File: src/logic/pwsd_defines.vh
// How it works
// - shutdown status flag, bit 7, set on a shutdown event; outputs then in safe state
// - bits 6..4 select shutdown sources: comparators, low level on interrupt pin, or combinations
// - bits 3..2 give pair a/c safe state: low, high or high impedance
// - bits 1..0 give pair b/d safe state: low, high or high impedance
// - comparator two sync option delays comparator two through the timer one tick
// - shutdown is level based and persists while the selected source stays present
// - software writes to the status flag are ignored while the condition persists
// - after restart the waveform resumes only at the next period start
// - with auto restart the flag stays set during condition, then clears itself
// - half-bridge dead-band delays only inactive-to-active edges
// - seven-bit dead-band count gives the delay in instruction cycles
// - bit 7 enables auto restart; forced to zero by two-speed or fail-safe clocking
// - single output mode steers the waveform to any one to four pins
// - steering bits 3..0 for d,c,b,a put the waveform on a pin, else port data
// - mode field low two bits set polarity of steered pins
// - steering sync bit 4: update at next period, else at once
// - in steering mode shutdown touches only steered pins
// - steering only when mode bits are 11 and output config is 00
// - a shutdown event forces the pins without waiting for a period boundary
// - software setting the status flag is a shutdown event
// - dead-band longer than duty keeps the delayed output inactive all cycle
`ifndef PWSD_DEFINES_VH
`define PWSD_DEFINES_VH
`define PWSD_ADDR_SHUT 5'h00
`define PWSD_ADDR_DBND 5'h04
`define PWSD_ADDR_STEER 5'h08
`define PWSD_ADDR_CCP 5'h0c
`define PWSD_ADDR_STAT 5'h10
`define PWSD_SHUT_RST 8'h00
`define PWSD_FLAG_RST 1'b0
`define PWSD_STEER_EFF_RST 4'h1
`define PWSD_DBND_RST 8'h00
`define PWSD_STEER_RST 5'h01
`define PWSD_CCP_RST 6'h00
`define PWSD_FLAG_BIT 7
`define PWSD_SRC_HI 6
`define PWSD_SRC_LO 4
`define PWSD_AC_HI 3
`define PWSD_AC_LO 2
`define PWSD_BD_HI 1
`define PWSD_BD_LO 0
`define PWSD_RESTART_BIT 7
`define PWSD_DB_HI 6
`define PWSD_SYNC_BIT 4
`define PWSD_CFG_HI 7
`define PWSD_CFG_LO 6
`define PWSD_MODE_HI 3
`define PWSD_MODE_LO 0
`define PWSD_MODE_PWM 2'h3
`define PWSD_CFG_SINGLE 2'h0
`define PWSD_CFG_HALF 2'h2
`define PWSD_SS_LOW 2'h0
`define PWSD_SS_HIGH 2'h1
`define PWSD_RESP_OK 2'h0
`define PWSD_RESP_SLVERR 2'h2
`define PWSD_DB_MAX 7'h7f
`endif

File: src/logic/pwsd_top.v
`timescale 1ns/1ns
`include "pwsd_defines.vh"
module pwsd_top (
	input wire CORE_CLK_I,
	input wire ARST_N_I,
	input wire CLK_EN_I,
	input wire [4:0] S_AXI_AWADDR_I,
	input wire S_AXI_AWVALID_I,
	output reg S_AXI_AWREADY_O,
	input wire [31:0] S_AXI_WDATA_I,
	input wire [3:0] S_AXI_WSTRB_I,
	input wire S_AXI_WVALID_I,
	output reg S_AXI_WREADY_O,
	output reg [1:0] S_AXI_BRESP_O,
	output reg S_AXI_BVALID_O,
	input wire S_AXI_BREADY_I,
	input wire [4:0] S_AXI_ARADDR_I,
	input wire S_AXI_ARVALID_I,
	output reg S_AXI_ARREADY_O,
	output reg [31:0] S_AXI_RDATA_O,
	output reg [1:0] S_AXI_RRESP_O,
	output reg S_AXI_RVALID_O,
	input wire S_AXI_RREADY_I,
	input wire PWM_RAW_I,
	input wire PERIOD_START_I,
	input wire TIMER1_TICK_I,
	input wire CLK_MON_FORCE_I,
	input wire [3:0] PORT_DATA_I,
	input wire [3:0] PORT_OE_I,
	input wire COMP1_I,
	input wire COMP2_I,
	input wire INT_PIN_N_I,
	output reg [3:0] PIN_O,
	output reg [3:0] PIN_OE_O
);

	// register state
	reg flag_ff;
	reg [2:0] src_sel_ff;
	reg [1:0] ss_ac_ff;
	reg [1:0] ss_bd_ff;
	reg restart_en_ff;
	reg [6:0] deadband_ff;
	reg [4:0] steer_ff;
	reg [3:0] steer_eff_ff;
	reg [1:0] cfg_ff;
	reg [3:0] mode_ff;
	reg c2_sync_ff;
	reg running_ff;

	// pin synchronisers
	reg [2:0] sync1_ff;
	reg [2:0] sync2_ff;
	reg c2_held_ff;

	// bus state
	reg aw_got_ff;
	reg w_got_ff;
	reg [4:0] awaddr_ff;
	reg [7:0] wdata_ff;
	reg wstrb0_ff;

	always @(posedge CORE_CLK_I or negedge ARST_N_I) begin
		if (!ARST_N_I) begin
			sync1_ff <= 3'h0;
			sync2_ff <= 3'h0;
		end else if (CLK_EN_I) begin
			sync1_ff <= {~INT_PIN_N_I, COMP2_I, COMP1_I};
			sync2_ff <= sync1_ff;
		end
	end

	wire c1_lvl = sync2_ff[0];
	wire c2_raw = sync2_ff[1];
	wire int_low = sync2_ff[2];

	// comparator two optionally resampled on the timer one tick
	always @(posedge CORE_CLK_I or negedge ARST_N_I) begin
		if (!ARST_N_I) begin
			c2_held_ff <= 1'b0;
		end else if (CLK_EN_I && TIMER1_TICK_I) begin
			c2_held_ff <= c2_raw;
		end
	end

	wire c2_lvl = c2_sync_ff ? c2_held_ff : c2_raw;

	reg cond;
	always @* begin
		case (src_sel_ff)
		3'h0: cond = 1'b0;
		3'h1: cond = c1_lvl;
		3'h2: cond = c2_lvl;
		3'h3: cond = c1_lvl | c2_lvl;
		3'h4: cond = int_low;
		3'h5: cond = int_low | c1_lvl;
		3'h6: cond = int_low | c2_lvl;
		3'h7: cond = int_low | c1_lvl | c2_lvl;
		default: cond = 1'b0;
		endcase
	end

	// bus write channel
	wire aw_take = S_AXI_AWVALID_I & S_AXI_AWREADY_O;
	wire w_take = S_AXI_WVALID_I & S_AXI_WREADY_O;
	wire wr_fire = aw_got_ff & w_got_ff & ~S_AXI_BVALID_O;
	wire wr_en = wr_fire & wstrb0_ff;
	wire wr_shut = wr_en && (awaddr_ff == `PWSD_ADDR_SHUT);
	wire wr_dbnd = wr_en && (awaddr_ff == `PWSD_ADDR_DBND);
	wire wr_steer = wr_en && (awaddr_ff == `PWSD_ADDR_STEER);
	wire wr_ccp = wr_en && (awaddr_ff == `PWSD_ADDR_CCP);
	wire wr_map = (awaddr_ff == `PWSD_ADDR_SHUT) || (awaddr_ff == `PWSD_ADDR_DBND) ||
		(awaddr_ff == `PWSD_ADDR_STEER) || (awaddr_ff == `PWSD_ADDR_CCP) ||
		(awaddr_ff == `PWSD_ADDR_STAT);

	always @(posedge CORE_CLK_I or negedge ARST_N_I) begin
		if (!ARST_N_I) begin
			aw_got_ff <= 1'b0;
			w_got_ff <= 1'b0;
			awaddr_ff <= 5'h00;
			wdata_ff <= 8'h00;
			wstrb0_ff <= 1'b0;
			S_AXI_AWREADY_O <= 1'b0;
			S_AXI_WREADY_O <= 1'b0;
			S_AXI_BVALID_O <= 1'b0;
			S_AXI_BRESP_O <= `PWSD_RESP_OK;
		end else if (CLK_EN_I) begin
			S_AXI_AWREADY_O <= ~aw_got_ff & ~aw_take;
			S_AXI_WREADY_O <= ~w_got_ff & ~w_take;
			if (aw_take) begin
				aw_got_ff <= 1'b1;
				awaddr_ff <= {S_AXI_AWADDR_I[4:2], 2'h0};
			end
			if (w_take) begin
				w_got_ff <= 1'b1;
				wdata_ff <= S_AXI_WDATA_I[7:0];
				wstrb0_ff <= S_AXI_WSTRB_I[0];
			end
			if (wr_fire) begin
				S_AXI_BVALID_O <= 1'b1;
				S_AXI_BRESP_O <= wr_map ? `PWSD_RESP_OK : `PWSD_RESP_SLVERR;
			end else if (S_AXI_BVALID_O && S_AXI_BREADY_I) begin
				S_AXI_BVALID_O <= 1'b0;
				aw_got_ff <= 1'b0;
				w_got_ff <= 1'b0;
				S_AXI_AWREADY_O <= 1'b1;
				S_AXI_WREADY_O <= 1'b1;
			end
		end
	end

	// control registers
	reg nxt_flag;
	always @* begin
		nxt_flag = flag_ff;
		if (cond) begin
			nxt_flag = 1'b1;
		end else if (wr_shut && wdata_ff[`PWSD_FLAG_BIT]) begin
			nxt_flag = 1'b1;
		end else if (restart_en_ff && flag_ff) begin
			nxt_flag = 1'b0;
		end else if (wr_shut) begin
			nxt_flag = 1'b0;
		end
	end

	always @(posedge CORE_CLK_I or negedge ARST_N_I) begin
		if (!ARST_N_I) begin
			flag_ff <= `PWSD_FLAG_RST;
			src_sel_ff <= 3'h0;
			ss_ac_ff <= 2'h0;
			ss_bd_ff <= 2'h0;
			restart_en_ff <= 1'b0;
			deadband_ff <= 7'h00;
			steer_ff <= `PWSD_STEER_RST;
			cfg_ff <= 2'h0;
			mode_ff <= 4'h0;
			c2_sync_ff <= 1'b0;
		end else if (CLK_EN_I) begin
			flag_ff <= nxt_flag;
			if (wr_shut) begin
				src_sel_ff <= wdata_ff[`PWSD_SRC_HI:`PWSD_SRC_LO];
				ss_ac_ff <= wdata_ff[`PWSD_AC_HI:`PWSD_AC_LO];
				ss_bd_ff <= wdata_ff[`PWSD_BD_HI:`PWSD_BD_LO];
			end
			if (wr_dbnd) begin
				deadband_ff <= wdata_ff[`PWSD_DB_HI:0];
			end
			if (CLK_MON_FORCE_I) begin
				restart_en_ff <= 1'b0;
			end else if (wr_dbnd) begin
				restart_en_ff <= wdata_ff[`PWSD_RESTART_BIT];
			end
			if (wr_steer) begin
				steer_ff <= wdata_ff[4:0];
			end
			if (wr_ccp) begin
				cfg_ff <= wdata_ff[`PWSD_CFG_HI:`PWSD_CFG_LO];
				mode_ff <= wdata_ff[`PWSD_MODE_HI:`PWSD_MODE_LO];
				c2_sync_ff <= wdata_ff[5];
			end
		end
	end

	// restart and steering update timing
	always @(posedge CORE_CLK_I or negedge ARST_N_I) begin
		if (!ARST_N_I) begin
			running_ff <= 1'b1;
			steer_eff_ff <= `PWSD_STEER_EFF_RST;
		end else if (CLK_EN_I) begin
			if (nxt_flag) begin
				running_ff <= 1'b0;
			end else if (PERIOD_START_I) begin
				running_ff <= 1'b1;
			end
			if (!steer_ff[`PWSD_SYNC_BIT] || PERIOD_START_I) begin
				steer_eff_ff <= steer_ff[3:0];
			end
		end
	end

	wire pwm_mode = (mode_ff[3:2] == `PWSD_MODE_PWM);
	wire steer_mode = pwm_mode && (cfg_ff == `PWSD_CFG_SINGLE);
	wire half_mode = pwm_mode && (cfg_ff == `PWSD_CFG_HALF);
	wire shut_now = flag_ff | cond | ~running_ff;

	// dead-band counters for the half-bridge pair
	reg [6:0] db_cnt_ff [0:1];
	wire [1:0] hb_raw = {~PWM_RAW_I, PWM_RAW_I};
	wire [1:0] hb_del;
	genvar g;
	generate
		for (g = 0; g < 2; g = g + 1) begin : g_db
			always @(posedge CORE_CLK_I or negedge ARST_N_I) begin
				if (!ARST_N_I) begin
					db_cnt_ff[g] <= 7'h00;
				end else if (CLK_EN_I) begin
					if (!hb_raw[g]) begin
						db_cnt_ff[g] <= 7'h00;
					end else if (db_cnt_ff[g] != `PWSD_DB_MAX) begin
						db_cnt_ff[g] <= db_cnt_ff[g] + 7'h01;
					end
				end
			end
			assign hb_del[g] = hb_raw[g] && (db_cnt_ff[g] >= deadband_ff);
		end
	endgenerate

	// pin drivers
	generate
		for (g = 0; g < 4; g = g + 1) begin : g_pin
			reg owned;
			reg wave;
			reg [1:0] ss;
			always @* begin
				ss = (g % 2 == 0) ? ss_ac_ff : ss_bd_ff;
				if (steer_mode) begin
					owned = steer_eff_ff[g];
					wave = PWM_RAW_I;
				end else if (half_mode) begin
					owned = (g < 2);
					wave = (g < 2) ? hb_del[g % 2] : 1'b0;
				end else begin
					owned = pwm_mode && (g == 0);
					wave = PWM_RAW_I;
				end
				wave = wave ^ ((g % 2 == 0) ? mode_ff[1] : mode_ff[0]);
			end
			always @(posedge CORE_CLK_I or negedge ARST_N_I) begin
				if (!ARST_N_I) begin
					PIN_O[g] <= 1'b0;
					PIN_OE_O[g] <= 1'b0;
				end else if (CLK_EN_I) begin
					if (!owned) begin
						PIN_O[g] <= PORT_DATA_I[g];
						PIN_OE_O[g] <= PORT_OE_I[g];
					end else if (shut_now) begin
						PIN_O[g] <= (ss == `PWSD_SS_HIGH);
						PIN_OE_O[g] <= ~ss[1];
					end else begin
						PIN_O[g] <= wave;
						PIN_OE_O[g] <= PORT_OE_I[g];
					end
				end
			end
		end
	endgenerate

	// bus read channel
	reg [7:0] rd_val;
	reg rd_ok;
	always @* begin
		rd_ok = 1'b1;
		case ({S_AXI_ARADDR_I[4:2], 2'h0})
		`PWSD_ADDR_SHUT: rd_val = {flag_ff, src_sel_ff, ss_ac_ff, ss_bd_ff};
		`PWSD_ADDR_DBND: rd_val = {restart_en_ff, deadband_ff};
		`PWSD_ADDR_STEER: rd_val = {3'h0, steer_ff};
		`PWSD_ADDR_CCP: rd_val = {cfg_ff, c2_sync_ff, 1'b0, mode_ff};
		`PWSD_ADDR_STAT: rd_val = {steer_eff_ff, 1'b0, steer_mode, running_ff, cond};
		default: begin
			rd_val = 8'h00;
			rd_ok = 1'b0;
		end
		endcase
	end

	always @(posedge CORE_CLK_I or negedge ARST_N_I) begin
		if (!ARST_N_I) begin
			S_AXI_ARREADY_O <= 1'b0;
			S_AXI_RVALID_O <= 1'b0;
			S_AXI_RDATA_O <= 32'h0000_0000;
			S_AXI_RRESP_O <= `PWSD_RESP_OK;
		end else if (CLK_EN_I) begin
			if (S_AXI_ARVALID_I && S_AXI_ARREADY_O) begin
				S_AXI_ARREADY_O <= 1'b0;
				S_AXI_RVALID_O <= 1'b1;
				S_AXI_RDATA_O <= {24'h00_0000, rd_val};
				S_AXI_RRESP_O <= rd_ok ? `PWSD_RESP_OK : `PWSD_RESP_SLVERR;
			end else if (S_AXI_RVALID_O) begin
				if (S_AXI_RREADY_I) begin
					S_AXI_RVALID_O <= 1'b0;
					S_AXI_ARREADY_O <= 1'b1;
				end
			end else begin
				S_AXI_ARREADY_O <= 1'b1;
			end
		end
	end

endmodule // pwsd_top

File: config.mk
export PLATFORM = sky130hd
export DESIGN_NAME = pwsd_top
export DESIGN_NICKNAME = d
export VERILOG_FILES = /design/src/logic/pwsd_top.v
export VERILOG_INCLUDE_DIRS = /design/src /design/src/logic
export SDC_FILE = /design/constraint.sdc
export NUM_CORES = 1
export LEC_CHECK = 0
export BUFFER_PORTS_ARGS = -buffer_cell sky130_fd_sc_hd__buf_2
export CAP_MARGIN = 25
export CORE_MARGIN = 5
export CORE_UTILIZATION = 58
export CTS_CLUSTER_DIAMETER = 200
export CTS_CLUSTER_SIZE = 40
export DETAILED_ROUTE_END_ITERATION = 6
export PLACE_DENSITY_LB_ADDON = 0.2
export SLEW_MARGIN = 40
export SYNTH_ARGS = -nofsm -noshare
export SYNTH_HDL_FRONTEND = slang
export SYNTH_SLANG_ARGS = --single-unit
File: constraint.sdc
create_clock -name CORE_CLK_I -period 3.3 [get_ports CORE_CLK_I]
set_input_delay 0 -clock CORE_CLK_I [delete_from_list [all_inputs] [get_ports CORE_CLK_I]]
set_output_delay 0 -clock CORE_CLK_I [all_outputs]
set_load 0.1 [all_outputs]
==> metrics.txt, run 1 <==
# TYPE chip_impl_metric gauge
chip_impl_metric{name="avgSynthCellArea",unit="µm²"} 10.3
chip_impl_info{name="clk_root_buffer_cell",value="sky130_fd_sc_hd__clkbuf_8"} 1
chip_impl_info{name="main_combinational_cell_family_by_area_after_synthesis",value="compound AO/OA/AOI/OAI gates"} 1
chip_impl_metric{name="ys.warnings.count",unit=""} 0
chip_impl_metric{name="critical_path_peak_fanout",unit=""} 5
chip_impl_metric{name="tritoncts.num_buffers",unit=""} 9
chip_impl_metric{name="fp.coreArea",unit="µm²"} 8130
chip_impl_metric{name="route.antenna.remaining_nets",unit=""} 0
chip_impl_metric{name="initial_antenna_violation_count",unit=""} 0
chip_impl_metric{name="remaining_drc_errors",unit=""} 0
chip_impl_metric{name="synth-simple-area-share",unit=""} 0.134
chip_impl_metric{name="xor_xnor_portion_of_the_synthesized_cell_area",unit=""} 0.00548
chip_impl_metric{name="compound_cell_area_share_of_the_yosys_netlist",unit=""} 0.140
chip_impl_metric{name="critical_path.max_stage_delay",unit="ns"} 0.44
chip_impl_metric{name="numPortBuffers",unit=""} 60
chip_impl_metric{name="post_synth_fa_ha_maj_area_fraction",unit=""} 0.0417
chip_impl_info{name="synth-main-ff-cell",value="sky130_fd_sc_hd__dfrtp_1"} 1
chip_impl_metric{name="num_antenna_cells",unit=""} 0
chip_impl_metric{name="maximum_ir_drop_on_the_vdd_rail",unit="V"} 0.000465
chip_impl_metric{name="fin_crit_sh",unit=""} 0.656
chip_impl_info{name="cts_tree",value="built"} 1
chip_impl_metric{name="hold-path-cell-count",unit=""} 3
chip_impl_metric{name="insertion_delay",unit="ns"} 0.36
chip_impl_metric{name="worst_r2r_path_depth",unit=""} 8
chip_impl_info{name="netlist_top_cells_count",value="88 x sky130_fd_sc_hd__dfrtp_1, 53 x sky130_fd_sc_hd__nand2_1, 41 x sky130_fd_sc_hd__mux2_2, 36 x sky130_fd_sc_hd__o21ai_0, 30 x sky130_fd_sc_hd__nor2_1"} 1
chip_impl_metric{name="final-hold-violation-count",unit=""} 0
chip_impl_metric{name="routabilityCongestion",unit=""} 0.958
chip_impl_info{name="outcome",value="completed"} 1
chip_impl_metric{name="setup-violations-final",unit=""} 0
chip_impl_metric{name="totalPowerFinal",unit="mW"} 4.11
chip_impl_metric{name="timing.max_cap.violations",unit=""} 0
chip_impl_metric{name="groute.usage.overall",unit=""} 0.233
chip_impl_metric{name="p_per_area",unit="nW/µm²"} 737
chip_impl_metric{name="post_synth_inst_count",unit=""} 465
chip_impl_metric{name="cts_setup_buffers",unit=""} 0
chip_impl_metric{name="crit_required",unit="ns"} 3.53
chip_impl_metric{name="cts-resized-gates",unit=""} 0
chip_impl_info{name="grt_setup_unrepaired",value="false"} 1
chip_impl_info{name="crit_path_cell_trace",value="inv_1, ha_1, nand2b_1, a2111oi_0, o32ai_1, xor2_1, a21boi_0, a31oi_1"} 1
chip_impl_metric{name="power_leakage",unit="nW"} 2.63
chip_impl_metric{name="grt_start_max_net_pins",unit=""} 75
chip_impl_metric{name="syn-cell-area",unit="µm²"} 4800
chip_impl_metric{name="max_slew_margin",unit=""} 0.562
chip_impl_metric{name="clkSinkCount",unit=""} 91
chip_impl_metric{name="vias_after_detailed_routing",unit=""} 3718
chip_impl_metric{name="fin_worst_skew",unit="ns"} 0.0109
chip_impl_info{name="hold_path.class",value="input port to register"} 1
chip_impl_metric{name="avgRoutedWirePerCell",unit="µm"} 16.5
chip_impl_metric{name="tightest_slew",unit="ns"} 0.656
chip_impl_metric{name="grt_pass1_vias",unit=""} 3724
chip_impl_metric{name="hold_buffers",unit=""} 30
chip_impl_metric{name="maxClockFrequency",unit="GHz"} 0.462
chip_impl_metric{name="synth_seq_cells",unit=""} 91
chip_impl_metric{name="std_cell_rows",unit=""} 33
chip_impl_metric{name="seq_area_frac_synth",unit=""} 0.475
chip_impl_metric{name="synth.area.mux_share",unit=""} 0.127
chip_impl_metric{name="floorplan.die.height",unit="µm"} 101
chip_impl_metric{name="design.die.area",unit="µm²"} 10200
chip_impl_metric{name="async_flop_share",unit=""} 1.00
chip_impl_metric{name="grt_remaining_overflow",unit=""} 0
chip_impl_metric{name="die-width",unit="µm"} 101
chip_impl_metric{name="area_growth",unit="%"} 16.2
chip_impl_metric{name="finalCriticalPeriod",unit="ns"} 2.16
chip_impl_info{name="cpMaxStageDelayCell",value="sky130_fd_sc_hd__a2111oi_0"} 1
chip_impl_metric{name="final-max-slew-violation-count",unit=""} 0
chip_impl_metric{name="detailedPlacementHpwl",unit="µm"} 7730
chip_impl_info{name="synth.largest_area_cell",value="sky130_fd_sc_hd__dfrtp_1"} 1
chip_impl_metric{name="firstDrtPassIters",unit=""} 5
chip_impl_info{name="critPathKind",value="register to register"} 1
chip_impl_info{name="crit_family",value="compound AO/OA/AOI/OAI gates"} 1
chip_impl_metric{name="drt-vias-per-instance",unit=""} 5.62
chip_impl_metric{name="ios",unit=""} 118
chip_impl_metric{name="finish.net_count",unit=""} 637
chip_impl_metric{name="ratio_of_cells_with_drive_above_1_in_the_final_layout",unit=""} 0.244
chip_impl_metric{name="number_of_flops_mapped_to_enable_cells_by_yosys",unit=""} 0
chip_impl_metric{name="fin_tns_setup",unit="ns"} 0
chip_impl_info{name="setup.worst_path.start_class",value="register"} 1
chip_impl_metric{name="synth.lib_cells_used.distinct",unit=""} 59
chip_impl_metric{name="worst_setup_hold_path_clk_slew",unit="ns"} 0.09
chip_impl_info{name="setup.worst_path.end_class",value="register"} 1
chip_impl_info{name="synth.most_common_cell",value="sky130_fd_sc_hd__dfrtp_1"} 1
chip_impl_metric{name="initial_utilization",unit=""} 0.590
chip_impl_metric{name="wire_length_of_the_first_global_routing_pass",unit="µm"} 18700
chip_impl_metric{name="arrival",unit="ns"} 2.39
chip_impl_metric{name="cp_num_cells",unit=""} 8
chip_impl_metric{name="max-clock-path-buffers",unit=""} 2
chip_impl_metric{name="cts.htree.levels",unit=""} 3
chip_impl_metric{name="drtIter0Drc",unit=""} 172
chip_impl_metric{name="synth_largest_type_area_fraction",unit=""} 0.459
chip_impl_metric{name="cp_num_buf_inv",unit=""} 1
chip_impl_info{name="synth_area_leaders",value="sky130_fd_sc_hd__dfrtp_1 46%, sky130_fd_sc_hd__mux2_2 9.6%, sky130_fd_sc_hd__buf_4 4.4%"} 1
chip_impl_metric{name="wirelength",unit="µm"} 10900
-- metrics by stage --
step,hold slack (ns),cell area [µm²],instances,utilization,worst slack (ns)
2_1_floorplan,-0.296,4890,490,-,1.11
3_3_place_gp,0.195,5070,616,0.623,1.25
3_5_place_dp,0.0639,5070,616,0.623,1.18
4_1_cts,0.00681,5580,662,0.685,1.17
5_1_grt,0.0273,5580,662,0.685,0.967
6_report,0.0260,5580,662,0.685,1.14
-- worst min-delay path: cells and delay by family --
kind / cells / cell delay, ns
buffers and inverters: 1 / 0.18
AOI/OAI and AO/OA: 2 / 0.17
-- power breakdown --
group          switching, mW  internal [mW]
sequential             0.345           1.46
combinational           1.04          0.491
clock                  0.401          0.375
total                   1.78           2.32
-- layout by cell type (no fill, tap or decap), types with 14 or more instances in the layout --
cell and n:
sky130_fd_sc_hd__nor2_1 30, sky130_fd_sc_hd__conb_1 26, sky130_fd_sc_hd__a31oi_1 14, sky130_fd_sc_hd__ha_1 16, sky130_fd_sc_hd__dlygate4sd3_1 30, sky130_fd_sc_hd__a21oi_1 28
sky130_fd_sc_hd__buf_2 59, sky130_fd_sc_hd__o21ai_0 36, sky130_fd_sc_hd__nand2_1 53, sky130_fd_sc_hd__inv_1 21, sky130_fd_sc_hd__dfrtp_1 88, sky130_fd_sc_hd__mux2_2 41
-- cell families (layout without fill, tap and decap cells) --
family                   after synthesis  count (layout)
AND/OR/NAND/NOR                      130             130
AO/OA/AOI/OAI                        108             108
flip-flops                            91              91
buffers and inverters                 64             131
multiplexers                          52              52
adder cells (fa/ha/maj)               16              16
XOR/XNOR                               3               3
other                                  1              26
-- final cells by class --
cell class                      instances  area (µm²)
Clock buffer                           11         141
Clock inverter                          5        62.6
Fill cell                             637        2560
Inverter                               22        82.6
Multi-Input combinational cell        335        2250
Sequential cell                        91        2280
Tap cell                              105         131
Timing Repair Buffer                   93         629
-- routing by layer --
| layer | track usage | wire length [µm] |
|---|---|---|
| met3 | 0.0484 | 880 |
| met1 | 0.322 | 4830 |
| met2 | 0.364 | 4940 |
| met5 | 0 | 0 |
| met4 | 0.0900 | 233 |
-- state kept, by name (all words and copies together), names as in the netlist, 4 cells and up --
name,flops
PIN_OE_O,4
S_AXI_RDATA_O,8
PIN_O,4
steer_ff,5
steer_eff_ff,4
g_pin.ss,4
deadband_ff,7
wdata_ff,8
mode_ff,4
db_cnt_ff,14
-- path summary, 6_finish.rpt --
path	start	endpoint	slack, ns
max in group asynchronous	ARST_N_I	running_ff	2.32
hold reg to reg	S_AXI_RDATA_O[1]	S_AXI_RDATA_O[1]	0.48
hold / removal	S_AXI_ARADDR_I[4]	S_AXI_RRESP_O[1]	0.03
setup / recovery	db_cnt_ff[7]	PIN_O[0]	1.14
setup reg to reg	db_cnt_ff[7]	PIN_O[0]	1.14
min in group asynchronous	ARST_N_I	S_AXI_RDATA_O[2]	0.22
Note: power is estimated with default switching activity, not from simulation.
==> inputs of run 2 (changes only) <==
CORE_UTILIZATION = 49   (was 58)
clock period = 1.9 ns   (was 3.3 ns; I/O delays follow)
==> run 2 against run 1 <==
Total power increased by 86%. Clock skew increased by 0.0018 ns. Flip-flop and latch count unchanged. Highest routed layer unchanged.
==> metrics.txt, run 2 (synthesized netlist as in run 1, its figures left out) <==
# TYPE chip_impl_metric gauge
chip_impl_metric{name="detailedPlacementHpwl",unit="µm"} 8300
chip_impl_metric{name="cp_num_buf_inv",unit=""} 1
chip_impl_metric{name="grt_start_max_net_pins",unit=""} 49
chip_impl_metric{name="max_slew_margin",unit=""} 0.615
chip_impl_metric{name="cp_num_cells",unit=""} 7
chip_impl_metric{name="worst_setup_hold_path_clk_slew",unit="ns"} 0.09
chip_impl_info{name="setup.worst_path.start_class",value="register"} 1
chip_impl_info{name="largest-register",value="db_cnt_ff"} 1
chip_impl_metric{name="firstDrtPassIters",unit=""} 6
chip_impl_info{name="hold_path.class",value="input port to register"} 1
chip_impl_metric{name="design.die.area",unit="µm²"} 11900
chip_impl_metric{name="initial_antenna_violation_count",unit=""} 0
chip_impl_info{name="clk_root_buffer_cell",value="sky130_fd_sc_hd__clkbuf_8"} 1
chip_impl_info{name="rr_startpoint",value="deadband_ff[6]"} 1
chip_impl_metric{name="arrival",unit="ns"} 2.13
chip_impl_info{name="critical_path.startpoint",value="deadband_ff[6]"} 1
chip_impl_metric{name="drtIter0Drc",unit=""} 196
chip_impl_metric{name="final-max-slew-violation-count",unit=""} 0
chip_impl_metric{name="clkSinkCount",unit=""} 91
chip_impl_metric{name="tightest_slew",unit="ns"} 0.571
chip_impl_metric{name="wire_length_of_the_first_global_routing_pass",unit="µm"} 18600
chip_impl_metric{name="maximum_ir_drop_on_the_vdd_rail",unit="V"} 0.000830
chip_impl_metric{name="p_per_area",unit="nW/µm²"} 1290
chip_impl_info{name="grt_setup_unrepaired",value="true"} 1
chip_impl_metric{name="routabilityCongestion",unit=""} 0.833
chip_impl_metric{name="power_leakage",unit="nW"} 2.79
chip_impl_info{name="most-common-layout-cells",value="86 x sky130_fd_sc_hd__dfrtp_1, 59 x sky130_fd_sc_hd__buf_2, 53 x sky130_fd_sc_hd__nand2_1, 40 x sky130_fd_sc_hd__mux2_2, 36 x sky130_fd_sc_hd__o21ai_0"} 1
chip_impl_metric{name="area_growth",unit="%"} 23.2
chip_impl_info{name="top_regs",value="db_cnt_ff: 14 flops, S_AXI_RDATA_O: 8 flops, wdata_ff: 8 flops"} 1
chip_impl_metric{name="hold-path-cell-count",unit=""} 3
chip_impl_info{name="layout_commonest_cell",value="sky130_fd_sc_hd__dfrtp_1"} 1
chip_impl_metric{name="remaining_drc_errors",unit=""} 0
chip_impl_metric{name="route.antenna.remaining_nets",unit=""} 0
chip_impl_metric{name="finish.net_count",unit=""} 661
chip_impl_metric{name="crit_required",unit="ns"} 2.17
chip_impl_info{name="cpMaxStageDelayCell",value="sky130_fd_sc_hd__dfrtp_1"} 1
chip_impl_metric{name="ios",unit=""} 118
chip_impl_metric{name="num_antenna_cells",unit=""} 0
chip_impl_metric{name="grt_pass1_vias",unit=""} 3671
chip_impl_metric{name="dpl_cell_area",unit="µm²"} 5290
chip_impl_metric{name="die-width",unit="µm"} 109
chip_impl_metric{name="groute.usage.overall",unit=""} 0.204
chip_impl_metric{name="worst_r2r_path_depth",unit=""} 7
chip_impl_metric{name="layout.filler_cells",unit=""} 770
chip_impl_metric{name="max-clock-path-buffers",unit=""} 2
chip_impl_metric{name="critical_path_peak_fanout",unit=""} 3
chip_impl_metric{name="critical_path.max_stage_delay",unit="ns"} 0.36
chip_impl_info{name="setup.worst_path.end_class",value="register"} 1
chip_impl_metric{name="timing.max_cap.violations",unit=""} 0
chip_impl_metric{name="wirelength",unit="µm"} 11500
chip_impl_metric{name="fin_util",unit=""} 0.613
chip_impl_info{name="cp-endpoint",value="PIN_O[1]"} 1
chip_impl_metric{name="dp_slack",unit="ns"} -0.0898
chip_impl_metric{name="postLayoutSetupSlackWorst",unit="ns"} 0.0380
chip_impl_metric{name="whs",unit="ns"} 0.0563
chip_impl_metric{name="cts.htree.levels",unit=""} 3
chip_impl_metric{name="initial_utilization",unit=""} 0.498
chip_impl_metric{name="drt-vias-per-instance",unit=""} 5.34
chip_impl_metric{name="fp.coreArea",unit="µm²"} 9640
chip_impl_info{name="crit_family",value="compound AO/OA/AOI/OAI gates"} 1
chip_impl_info{name="reg2reg_to",value="PIN_O[1]"} 1
chip_impl_info{name="outcome",value="completed"} 1
chip_impl_metric{name="final_cell_area",unit="µm²"} 5910
chip_impl_metric{name="setup-violations-final",unit=""} 0
chip_impl_metric{name="finalCriticalPeriod",unit="ns"} 1.86
chip_impl_metric{name="vias_after_detailed_routing",unit=""} 3811
chip_impl_metric{name="grt_remaining_overflow",unit=""} 0
chip_impl_info{name="cts_tree",value="built"} 1
chip_impl_metric{name="insertion_delay",unit="ns"} 0.36
chip_impl_metric{name="numPortBuffers",unit=""} 60
chip_impl_metric{name="std_cell_rows",unit=""} 36
chip_impl_metric{name="avgRoutedWirePerCell",unit="µm"} 16.1
chip_impl_metric{name="maxClockFrequency",unit="GHz"} 0.537
chip_impl_metric{name="totalPowerFinal",unit="mW"} 7.65
chip_impl_info{name="critPathKind",value="register to register"} 1
chip_impl_info{name="crit_path_cell_trace",value="inv_1, ha_1, a21oi_1, or3_1, a21oi_2, nor3_2, o41ai_2"} 1
chip_impl_metric{name="tritoncts.num_buffers",unit=""} 9
chip_impl_metric{name="largest_register_ffs",unit=""} 14
chip_impl_metric{name="final-hold-violation-count",unit=""} 0
chip_impl_metric{name="ratio_of_cells_with_drive_above_1_in_the_final_layout",unit=""} 0.294
chip_impl_metric{name="fin_crit_sh",unit=""} 0.980
chip_impl_metric{name="floorplan.die.height",unit="µm"} 109
chip_impl_metric{name="fin_worst_skew",unit="ns"} 0.0128
chip_impl_metric{name="r2r_slack",unit="ns"} 0.04
==> run 2: cell types whose count changed in the layout (fill, tap and decap cells not counted), moves of 2 or more <==
cell                         delta
sky130_fd_sc_hd__inv_2          +3
sky130_fd_sc_hd__buf_12         +2
sky130_fd_sc_hd__buf_4         +22
sky130_fd_sc_hd__inv_1          -3
sky130_fd_sc_hd__clkinvlp_4     -2
sky130_fd_sc_hd__bufinv_16      +2
sky130_fd_sc_hd__dfrtp_1        -2
==> run 2: final cells by class <==
cell class | instances | area [µm²] | share of cell area
multi-input combinational | 335 | 2290 | 0.388
sequential | 91 | 2290 | 0.387
timing repair buffer | 117 | 833 | 0.141
tap | 133 | 166 | 0.0282
clock buffer | 10 | 138 | 0.0233
clock inverter | 6 | 113 | 0.0191
inverter | 22 | 82.6 | 0.0140
==> run 2: routing by layer <==
layer	part of all wire	vias to the layer above	track usage
met3	0.078	25	0.0290
li1	-	1820	-
met2	0.45	167	0.328
met5	0	-	0
met1	0.45	1799	0.283
met4	0.020	0	0.0721
==> run 2: tightest hold or removal path, stage by stage <==
cell and delay, ns:
sky130_fd_sc_hd__buf_2 0.21, sky130_fd_sc_hd__nand2_1 0.09, sky130_fd_sc_hd__o21ai_0 0.07
==> run 2: metrics by stage <==
| stage | TNS [ns] | cells |
|---|---|---|
| floorplan | -0.140 | 490 |
| detailed placement | -0.113 | 664 |
| global placement | -0.0319 | 664 |
| CTS | 0 | 711 |
| global route | -0.0365 | 714 |
| finish | 0 | 714 |
==> run 2: timing repair <==
item / 4_1_cts / 5_1_grt
setup endpoints to repair: 2 / 10
hold endpoints to repair: 83 / 0
pin swaps: 2 / 5
gates resized for setup: 5 / 7
hold buffers: 31 / 0
setup buffers: 0 / 3
==> run 2: worst min-delay path by stage <==
stage	from	endpoint	slack, ns
after floorplan	ARST_N_I	PIN_OE_O[0]	-0.30
after global placement	ARST_N_I	db_cnt_ff[9]	0.002
after detailed placement	ARST_N_I	db_cnt_ff[9]	0.004
after CTS	PWM_RAW_I	db_cnt_ff[1]	0.02
after global routing	PWM_RAW_I	db_cnt_ff[1]	0.08
final	PWM_RAW_I	db_cnt_ff[7]	0.06
==> run 2: where the power goes <==
part / total [mW] / leakage [nW] / internal (mW) / switching, mW
registers: 3.14 / 1.13 / 2.54 / 0.604
clock network: 1.61 / 0.126 / 0.912 / 0.695
logic: 2.90 / 1.54 / 1.01 / 1.89
total: 7.65 / 2.79 / 4.46 / 3.19
